File: config.mk
export PLATFORM = sky130hd
export DESIGN_NAME = mesc_stat_counters
export DESIGN_NICKNAME = d
export VERILOG_FILES = /design/src/verilog/mesc_pkg.sv /design/src/verilog/mesc_stat_counters.sv
export VERILOG_INCLUDE_DIRS = /design/src /design/src/verilog
export SDC_FILE = /design/constraint.sdc
export NUM_CORES = 1
export LEC_CHECK = 0
export BUFFER_PORTS_ARGS = -buffer_cell sky130_fd_sc_hd__buf_2
export CAP_MARGIN = 5
export CORE_UTILIZATION = 50
export DETAILED_ROUTE_END_ITERATION = 10
export GPL_ROUTABILITY_DRIVEN = 1
export GPL_TIMING_DRIVEN = 1
export PLACE_DENSITY = 0.74
export SKIP_LAST_GASP = 1
export SLEW_MARGIN = 10
export SYNTH_ARGS = -nofsm -noshare
export SYNTH_HDL_FRONTEND = slang
export SYNTH_SLANG_ARGS = --single-unit
File: constraint.sdc
create_clock -name clk_in -period 2.2 [get_ports clk_in]
set_input_delay 0.11 -clock clk_in [delete_from_list [all_inputs] [get_ports clk_in]]
set_output_delay 0.11 -clock clk_in [all_outputs]
set_load 0.02 [all_outputs]
File: src/verilog/mesc_params.svh
`ifndef MESC_PARAMS_SVH
`define MESC_PARAMS_SVH

// Register byte offsets: counters
`define MESC_OFS_ECOL 8'h00
`define MESC_OFS_TRANSMIT_UNDERRUN_FIELD 8'h04
`define MESC_OFS_CSE  8'h08
`define MESC_OFS_RRE  8'h0c
`define MESC_OFS_ROV  8'h10
`define MESC_OFS_RSE  8'h14
`define MESC_OFS_ELE  8'h18
`define MESC_OFS_RJA  8'h1c
`define MESC_OFS_USF  8'h20
`define MESC_OFS_STE  8'h24
`define MESC_OFS_RLE  8'h28
// Register byte offsets: control and interrupt
`define MESC_OFS_CFG  8'h2c
`define MESC_OFS_STS  8'h30
`define MESC_OFS_IEN  8'h34
`define MESC_OFS_ICLR 8'h38

// Configuration field positions
`define MESC_CFG_FDX_BIT    0
`define MESC_CFG_BIG_BIT    8
`define MESC_CFG_LENCHK_BIT 16

// Reset values
`define MESC_CNT_RST 16'h0000
`define MESC_CFG_RST 32'h0000_0000
`define MESC_IEN_RST 11'h000

// Frame length limits in bytes
`define MESC_LEN_MIN     16'd64
`define MESC_LEN_MAX     16'd1518
`define MESC_LEN_MAX_BIG 16'd1536
`define MESC_TYPE_MIN    16'h0600

// Collision check window after transmit end
`define MESC_SQE_BITS     96
`define MESC_BITS_PER_NIB 4

`endif

File: src/verilog/mesc_pkg.sv
package mesc_pkg;
    typedef logic [31:0] mesc_word_t;
    typedef logic [7:0]  mesc_addr_t;
    typedef logic [15:0] mesc_len_t;
    typedef enum logic [0:0] {
        MESC_SQE_IDLE = 1'b0,
        MESC_SQE_WAIT = 1'b1
    } mesc_sqe_state_t;
endpackage

File: src/verilog/mesc_stat_counters.sv
// Summary of operation
// - 8-bit counter of frames dropped after sixteen transmit collisions.
// - 8-bit counter of frames not sent because transmit DMA ran dry.
// - An underrun frame bumps only the underrun counter, nothing else.
// - 8-bit carrier error counter: no carrier, or carrier lost, clean frame.
// - Carrier errors are counted in half duplex only.
// - A carrier error affects no counter but its own.
// - 16-bit counter of matched frames dropped for lack of receive buffer.
// - 8-bit counter of matched frames lost to receive DMA overrun.
// - 8-bit counter of frames that saw receive error during reception.
// - Symbol error frames of legal size also count as FCS/alignment, or jabber if long.
// - 8-bit counter of overlong frames without CRC, alignment or symbol error.
// - 8-bit counter of overlong frames with CRC, alignment or symbol error.
// - 8-bit counter of short frames without CRC, alignment or symbol error.
// - Half duplex: count frames with no collision within 96 bit times.
// - If enabled, count frames shorter than their length field says.
// - Type values from 0x0600 and overlong frames are never mismatches.
`include "mesc_params.svh"

module mesc_stat_counters (
    // Clock and reset
    input  wire logic              clk_in,
    input  wire logic              nrst_in,
    // Register port
    input  wire mesc_pkg::mesc_addr_t addr_in,
    input  wire mesc_pkg::mesc_word_t wr_data_in,
    input  wire logic              wr_en_in,
    input  wire logic              rd_en_in,
    output mesc_pkg::mesc_word_t   rd_data_out,
    // Transmit frame status
    input  wire logic              tx_done_in,
    input  wire logic              tx_underrun_in,
    input  wire logic              tx_excess_col_in,
    input  wire logic              tx_collision_in,
    input  wire logic              tx_crs_seen_in,
    input  wire logic              tx_crs_lost_in,
    // Media interface lines
    input  wire logic              mii_tx_en_in,
    input  wire logic              mii_col_in,
    input  wire logic              mii_nibble_tick_in,
    input  wire logic              mii_rx_dv_in,
    input  wire logic              mii_rx_er_in,
    // Receive frame status
    input  wire logic              rx_done_in,
    input  wire mesc_pkg::mesc_len_t rx_frame_len_in,
    input  wire mesc_pkg::mesc_len_t rx_data_len_in,
    input  wire mesc_pkg::mesc_len_t rx_len_type_in,
    input  wire logic              rx_crc_err_in,
    input  wire logic              rx_align_err_in,
    input  wire logic              rx_addr_match_in,
    input  wire logic              rx_no_buffer_in,
    input  wire logic              rx_overrun_in,
    // Events to the FCS and alignment counters, and interrupt
    output logic                   fcs_err_event_out,
    output logic                   align_err_event_out,
    output logic                   irq_out
);
    import mesc_pkg::*;

    // Register map, one 32-bit word per register:
    //   0x00 excessive collisions, 8 bits
    //   0x04 transmit underruns, 8 bits
    //   0x08 carrier sense errors, 8 bits
    //   0x0c receive resource errors, 16 bits
    //   0x10 receive overruns, 8 bits
    //   0x14 receive symbol errors, 8 bits
    //   0x18 excessive length frames, 8 bits
    //   0x1c receive jabbers, 8 bits
    //   0x20 undersize frames, 8 bits
    //   0x24 collision check failures, 8 bits
    //   0x28 length field mismatches, 8 bits
    //   0x2c configuration, all bits kept
    //   0x30 interrupt status, read only
    //   0x34 interrupt enable
    //   0x38 interrupt clear, write only, reads 0
    // Configuration bits:
    //   bit 0 full duplex, stops carrier and collision checks
    //   bit 8 long frames allowed up to 1536 bytes
    //   bit 16 length field check on
    // Status and enable bit i belong to the counter at 4*i
    // Register port notes:
    //   Accesses with address bits 1:0 set are ignored
    //   Unmapped reads return zero
    //   Read data stand one cycle, zero otherwise
    //   Writes land at the strobe edge
    //   A write beats an increment in the same cycle
    //   An increment beats a clear in the same cycle
    //   Counters wrap at their own width
    // Transmit side notes:
    //   tx_done_in qualifies all transmit status bits
    //   An underrun frame touches only its own counter
    //   Carrier checks need half duplex and no collision
    // Receive side notes:
    //   rx_done_in qualifies all receive status bits
    //   Symbol errors are gathered between frame ends
    //   A symbol error in the end cycle still counts
    //   Only the long limit follows configuration bit 8; the short limit stays 64
    //   Symbol error frames of legal size raise an event
    //   The event picks checksum or alignment by the align flag
    //   Events leave for counters outside this block
    // Collision check notes:
    //   The window opens on the falling edge of transmit enable
    //   It lasts 24 nibble ticks, 96 bit times
    //   Collision, new transmit or full duplex closes it
    //   The nibble tick must be slower than the clock
    //   The counter steps one cycle after the window ends
    // Hazards:
    //   Counter index comes from address bits 7:2
    //   Offsets past the counters skip the counter array
    //   Status read pads the 11 flags with zeros
    //   The interrupt changes in the same cycle as status and enable
    // Reset notes:
    //   All counters, flags and configuration clear
    //   Configuration clears to half duplex, short limits
    //   Interrupt enables clear, so the interrupt stays low
    //   Read data and event outputs clear
    //   The collision window closes
    //   Transmit enable history clears to idle low
    // Limitations:
    //   No counter saturates; software must poll in time
    //   Frame lengths above 65535 bytes cannot be shown
    //   Only one transmit and one receive result per cycle
    //   Both strobes at once are not supported
    //   Inputs are taken as synchronous to clk_in
    //   The length check trusts the measured data length input
    //   Status flags clear only through the clear register
    //   Writes to status are ignored
    //   Counters reset to zero

    localparam int NUM_CNT = 11;
    localparam int SQE_NIBS = `MESC_SQE_BITS / `MESC_BITS_PER_NIB;
    localparam logic [4:0] SQE_LAST = 5'(SQE_NIBS - 1);

    // Counter index from its register offset
    function automatic int cidx(input logic [7:0] ofs);
        cidx = int'(ofs[7:2]);
    endfunction

    // Significant bits of each counter
    function automatic logic [15:0] cmask(input int i);
        cmask = (i == cidx(`MESC_OFS_RRE)) ? 16'hffff : 16'h00ff;
    endfunction

    // Register state
    logic [15:0]         cnt_q [NUM_CNT];
    logic [15:0]         cnt_d [NUM_CNT];
    mesc_word_t          cfg_q, cfg_d;
    logic [NUM_CNT-1:0]  sts_q, sts_d;
    logic [NUM_CNT-1:0]  ien_q, ien_d;
    logic [NUM_CNT-1:0]  inc;
    logic                irq_q, irq_d;
    logic                fcs_q, fcs_d;
    logic                aln_q, aln_d;
    mesc_word_t          rd_q, rd_d;
    // Receive error tracking
    logic                sym_q, sym_d;
    // Collision check after transmit end
    mesc_sqe_state_t     sqe_st_q, sqe_st_d;
    logic [4:0]          sqe_cnt_q, sqe_cnt_d;
    logic                txen_q, txen_d;
    logic                sqe_fire_q, sqe_fire_d;

    logic                half_dpx;
    logic                wr_ok;
    logic                frame_sym;
    logic [15:0]         len_max;
    logic                rx_long;
    logic                rx_short;
    logic                rx_bad;

    assign half_dpx  = ~cfg_q[`MESC_CFG_FDX_BIT];
    assign wr_ok     = wr_en_in && (addr_in[1:0] == 2'b00);
    assign frame_sym = sym_q | (mii_rx_dv_in & mii_rx_er_in);
    assign len_max   = cfg_q[`MESC_CFG_BIG_BIT] ? `MESC_LEN_MAX_BIG : `MESC_LEN_MAX;
    assign rx_long   = rx_frame_len_in > len_max;
    assign rx_short  = rx_frame_len_in < `MESC_LEN_MIN;
    assign rx_bad    = rx_crc_err_in | rx_align_err_in | frame_sym;

    // Receive error seen while data valid, held until frame end
    always_comb begin
        sym_d = sym_q;
        if (rx_done_in) begin
            sym_d = 1'b0;
        end else if (mii_rx_dv_in && mii_rx_er_in) begin
            sym_d = 1'b1;
        end
    end

    always_ff @(posedge clk_in or negedge nrst_in) begin
        if (!nrst_in) begin
            sym_q <= 1'b0;
        end else begin
            sym_q <= sym_d;
        end
    end

    // Collision check window opened by the falling edge of transmit enable
    always_comb begin
        sqe_st_d   = sqe_st_q;
        sqe_cnt_d  = sqe_cnt_q;
        sqe_fire_d = 1'b0;
        txen_d     = mii_tx_en_in;
        case (sqe_st_q)
            MESC_SQE_IDLE: begin
                if (txen_q && !mii_tx_en_in && half_dpx) begin
                    sqe_st_d  = MESC_SQE_WAIT;
                    sqe_cnt_d = 5'h00;
                end
            end
            MESC_SQE_WAIT: begin
                if (mii_col_in || mii_tx_en_in || !half_dpx) begin
                    sqe_st_d = MESC_SQE_IDLE;
                end else if (mii_nibble_tick_in) begin
                    sqe_cnt_d = sqe_cnt_q + 5'h01;
                    if (sqe_cnt_q == SQE_LAST) begin
                        sqe_st_d   = MESC_SQE_IDLE;
                        sqe_fire_d = 1'b1;
                    end
                end
            end
            default: begin
                sqe_st_d = MESC_SQE_IDLE;
            end
        endcase
    end

    always_ff @(posedge clk_in or negedge nrst_in) begin
        if (!nrst_in) begin
            sqe_st_q   <= MESC_SQE_IDLE;
            sqe_cnt_q  <= 5'h00;
            sqe_fire_q <= 1'b0;
            txen_q     <= 1'b0;
        end else begin
            sqe_st_q   <= sqe_st_d;
            sqe_cnt_q  <= sqe_cnt_d;
            sqe_fire_q <= sqe_fire_d;
            txen_q     <= txen_d;
        end
    end

    // Frame events to counter increments
    always_comb begin
        inc   = '0;
        fcs_d = 1'b0;
        aln_d = 1'b0;
        if (tx_done_in) begin
            if (tx_underrun_in) begin
                inc[cidx(`MESC_OFS_TRANSMIT_UNDERRUN_FIELD)] = 1'b1;
            end else begin
                inc[cidx(`MESC_OFS_ECOL)] = tx_excess_col_in;
                // Carrier error only adds to its own counter
                inc[cidx(`MESC_OFS_CSE)] = half_dpx && !tx_collision_in &&
                    (!tx_crs_seen_in || tx_crs_lost_in);
            end
        end
        if (rx_done_in) begin
            inc[cidx(`MESC_OFS_RRE)] = rx_addr_match_in & rx_no_buffer_in;
            inc[cidx(`MESC_OFS_ROV)] = rx_addr_match_in & rx_overrun_in;
            inc[cidx(`MESC_OFS_RSE)] = frame_sym;
            inc[cidx(`MESC_OFS_ELE)] = rx_long & ~rx_bad;
            inc[cidx(`MESC_OFS_RJA)] = rx_long & rx_bad;
            inc[cidx(`MESC_OFS_USF)] = rx_short & ~rx_bad;
            inc[cidx(`MESC_OFS_RLE)] = cfg_q[`MESC_CFG_LENCHK_BIT] &&
                (rx_len_type_in < `MESC_TYPE_MIN) && !rx_long &&
                (rx_data_len_in < rx_len_type_in);
            if (frame_sym && !rx_short && !rx_long) begin
                fcs_d = ~rx_align_err_in;
                aln_d = rx_align_err_in;
            end
        end
        inc[cidx(`MESC_OFS_STE)] = sqe_fire_q;
    end

    // Counters, configuration, interrupt status and enable
    always_comb begin
        for (int i = 0; i < NUM_CNT; i++) begin
            if (wr_ok && (int'(addr_in[7:2]) == i)) begin
                cnt_d[i] = wr_data_in[15:0] & cmask(i);
            end else if (inc[i]) begin
                cnt_d[i] = (cnt_q[i] + 16'h0001) & cmask(i);
            end else begin
                cnt_d[i] = cnt_q[i];
            end
        end
        cfg_d = cfg_q;
        ien_d = ien_q;
        sts_d = sts_q;
        if (wr_ok && addr_in == `MESC_OFS_CFG) begin
            cfg_d = wr_data_in;
        end
        if (wr_ok && addr_in == `MESC_OFS_IEN) begin
            ien_d = wr_data_in[NUM_CNT-1:0];
        end
        if (wr_ok && addr_in == `MESC_OFS_ICLR) begin
            sts_d = sts_q & ~wr_data_in[NUM_CNT-1:0];
        end
        sts_d = sts_d | inc; // Set wins over clear
        irq_d = |(sts_d & ien_d);
    end

    always_ff @(posedge clk_in or negedge nrst_in) begin
        if (!nrst_in) begin
            for (int i = 0; i < NUM_CNT; i++) begin
                cnt_q[i] <= `MESC_CNT_RST;
            end
            cfg_q <= `MESC_CFG_RST;
            ien_q <= `MESC_IEN_RST;
            sts_q <= '0;
            irq_q <= 1'b0;
            fcs_q <= 1'b0;
            aln_q <= 1'b0;
        end else begin
            for (int i = 0; i < NUM_CNT; i++) begin
                cnt_q[i] <= cnt_d[i];
            end
            cfg_q <= cfg_d;
            ien_q <= ien_d;
            sts_q <= sts_d;
            irq_q <= irq_d;
            fcs_q <= fcs_d;
            aln_q <= aln_d;
        end
    end

    // Read data, valid only in the cycle after the read strobe
    always_comb begin
        rd_d = '0;
        if (rd_en_in && addr_in[1:0] == 2'b00) begin
            if (int'(addr_in[7:2]) < NUM_CNT) begin
                rd_d = {16'h0000, cnt_q[addr_in[5:2]]};
            end else if (addr_in == `MESC_OFS_CFG) begin
                rd_d = cfg_q;
            end else if (addr_in == `MESC_OFS_STS) begin
                rd_d = {21'h000000, sts_q};
            end else if (addr_in == `MESC_OFS_IEN) begin
                rd_d = {21'h000000, ien_q};
            end
        end
    end

    always_ff @(posedge clk_in or negedge nrst_in) begin
        if (!nrst_in) begin
            rd_q <= '0;
        end else begin
            rd_q <= rd_d;
        end
    end

    assign rd_data_out         = rd_q;
    assign irq_out             = irq_q;
    assign fcs_err_event_out   = fcs_q;
    assign align_err_event_out = aln_q;

endmodule

==> metrics.txt <==
switching share of power between 30% and 40%; clock share of power 32.0%; Crit Path Max Fanout 12; total CTS buffers 17; clk_lat worst skew 0.45 ns; post-route ant nets 0; Final Setup Violations 28; Buffers on Ports 143; Global Route Usage Sum between 20% and 30%; Total Wirelength 29300 um; fin crit share 108%; Post-route DRC 0; placer congestion estimate 0.899; synth top area cells dfrtp_1 45%, mux2_2 5.9%, a21oi_1 4.4%; CP Class reg2reg; HPWL Detailed 19600 um; pre-CTS WS -0.298 ns; unrepaired setup endpoints after global routing yes; Std-Cell Rows 53; power share of the combinational group 21.0%; vias 9018; CTS H-Tree Depth 4; post-layout net count 1405; Initial Utilization 51.0%; Mean Syn Cell Area 9.95 sq um; number of synthesized flops with an enable pin 0; VDD IR max 0.000668 V; Via density around 5.8; gate count of the mapped netlist 1073; DRT Pass-1 Iters 5; total global routing overflow 0; share of cells above drive strength 1 between 20% and 30%; area leader, netlist dfrtp_1; Flop pwr share 47.0%; status finished, violations left; vias in the first global route 8824; CP endpoint kind register; sequential share of the synthesized area 45.4%; Final Skew 0.00924 ns; clock buffer depth 2; crit path launch type register; Die Height between 100 and 150 um; violated checks setup timing; Worst-Margin Slew 0.600 ns; Overall Power 10.0 mW; Root Buffer clkbuf_16; Power Internal 6.71 mW; synth unique cells 60; DRT iter0 DRCs 613; crit path DAT 2.76 ns; synth warn 0; Yosys top cell area share 45.4%; Leakage Power between 6 and 7 nW; Clock Pin Slew Worst Setup and Hold Paths approximately 0.080 ns; Post-Synthesis Cell Area 10700 sq um; n_diodes 0; Slew Viols, Final 0; final hold violation count 0; fin crit period between 2 and 2.5 ns; CP Cell Sequence inv_2 > buf_6 > ha_4 > nor2b_1 > o21ai_1 > a21oi_2 > o41ai_4 > o211ai_1 > buf_12 > or3_1 > nand3_1; CTS tree yes; Layout Area Growth over Synthesis 23.9%; IO Count between 100 and 150; Avg WL per Cell 18.9 um; largest net degree at the start of global routing 64; NetSw 3.32 mW; first-pass GRT wire length 45900 um; Fin Hold WS 0.0144 ns; CP max stage delay 0.50 ns; Placeable Area between 20000 and 25000 sq um; top_reg_cell synth dfrtp_1; Cell Area, Placed 12000 sq um; Design Area, Final 13200 sq um; syn nets 1217; initial antenna violation count 0; #FFs+latches synth 194; CTS sink cnt roughly 190; PD cells about 760 nW/um^2; FMAX 419 MHz; setup ws final -0.186 ns; Die Width 148 um; CP max-delay cell dfrtp_2; Hold Crit Class in2reg; full die area 22000 sq um; Max-Cap Viols 0; critical path data required time 2.58 ns; Worst slew margin 59.4%; Post-synth ARST share 100%
critical path: cells and delay by family (launching register included):
kind / cells / cell delay [ns]
AND/OR/NAND/NOR: 3 / 0.45
AO/OA/AOI/OAI: 4 / 0.81
buffers and inverters: 3 / 0.43
adder cells (fa/ha/maj): 1 / 0.11
flip-flops: 1 / 0.50
repair_timing:
item | CTS | global route
hold buffers | 32 | 0
setup buffers | 0 | 3
cloned | 0 | 1
setup endpoints to repair | 21 | 31
gates resized for setup | 21 | 33
hold endpoints to repair | 105 | 0
pin swaps | 2 | 23
registers in the layout (all words and copies together), names as in the netlist:
| name | cells |
|---|---|
| cnt_q | 96 |
| cfg_q | 32 |
| rd_data_out | 32 |
| ien_q | 11 |
| sts_q | 11 |
| sqe_cnt_q | 5 |
| align_err_event_out | 1 |
| fcs_err_event_out | 1 |
| irq_out | 1 |
| sqe_fire_q | 1 |
| sqe_st_q | 1 |
| sym_q | 1 |
| txen_q | 1 |
stage by stage:
stage               util (%)  setup TNS, ns  instances
global placement        57.2          -1.12       1481
global route            63.1          -6.40       1549
finish                  63.1          -2.60       1549
CTS                     62.2          -1.61       1545
detailed placement      57.2          -2.00       1481
floorplan                  -              0       1073
layer usage:
metal  up-vias  part of all wire [%]  track usage, %  routed length (um)
met2       366                    49            45.4               14500
li1       4159                     -               -                   -
met1      4444                    41            35.4               12000
met4         0                   2.1            9.43                 629
met5         -                     0               0                   0
met3        49                   7.4            5.09                2180
final timing paths:
path / from / endpoint / slack (ns) / cells past startpoint
worst max-delay path: cfg_q[8] / cnt_q[0] / -0.19 / 11
min in group asynchronous: nrst_in / cfg_q[24] / 0.20 / 2
worst min-delay path: rx_done_in / sym_q / 0.01 / 2
max in group asynchronous: nrst_in / cnt_q[32] / 1.31 / 3
worst min register to register: cfg_q[19] / rd_data_out[19] / 0.48 / 1
worst max register to register: cfg_q[8] / cnt_q[0] / -0.19 / 11
logic make-up (layout without fill, tap and decap cells):
kind of cell / count (synthesis) / in the layout / share of synthesized area, %
adders and majority gates: 35 / 35 / 4.10
AOI/OAI and AO/OA: 193 / 193 / 11.1
DFF: 194 / 194 / 45.4
buffers and inverters: 92 / 293 / 3.48
xor gates and xnor gates: 81 / 81 / 6.64
and+or+nand+nor: 377 / 377 / 17.2
muxes: 101 / 101 / 12.0
cell type report:
| type | count | area (sq um) |
|---|---|---|
| flip-flops and latches | 194 | 4860 |
| clock buffers | 17 | 425 |
| clock inverters | 15 | 198 |
| fillers | 1656 | 7720 |
| inverters | 35 | 131 |
| multi-input cells | 787 | 5730 |
| repair buffers | 226 | 1540 |
| well taps | 275 | 344 |
power groups by stage:
stage / Clock [mW] / Combinational (mW) / Sequential (mW)
floorplan: 0 / 1.35 / 4.54
global placement: 0 / 1.85 / 4.72
detailed placement: 0 / 1.92 / 4.75
CTS: 3.25 / 2.04 / 4.69
global route: 3.37 / 2.35 / 4.77
finish: 3.20 / 2.10 / 4.71
synthesized netlist by cell type (2+ instances only):
cell type	n
mux2_2	56
a222oi_1	8
nand2_1	109
clkbuf_1	34
ha_1	35
a21oi_1	94
xor2_1	43
nor2_1	114
a211oi_1	3
and3_1	23
or3_1	2
a31oi_1	4
xnor2_1	38
o211ai_1	3
nor4_1	3
inv_1	35
a21o_1	8
a21boi_0	2
nand4b_1	3
nand4_1	22
and4_1	5
dfrtp_1	194
o22ai_1	8
a22oi_1	11
a2111oi_0	7
mux4_2	16
mux2i_1	28
nand3_1	26
buf_1	4
nor4b_1	3
nand2b_1	4
nor3b_1	2
or2_2	6
o21ai_0	35
nor3_1	12
and2_1	23
nor2b_1	9
buf_2	18
nor4b_2	2
cell usage in the layout, fill, tap and decap left out, types with 11 or more instances in the layout:
cell / count
nor3_1: 11
dlygate4sd3_1: 32
nand4_1: 22
buf_2: 142
and3_1: 23
mux2i_1: 28
mux4_2: 16
mux2_2: 56
ha_1: 31
a22oi_1: 11
xor2_1: 43
nand2_1: 108
inv_1: 34
nand3_1: 26
buf_4: 38
o21ai_0: 32
and2_1: 23
nor2_1: 114
xnor2_1: 37
clkbuf_16: 17
dfrtp_1: 193
a21oi_1: 85
Note: power is estimated with default switching activity, not from simulation.
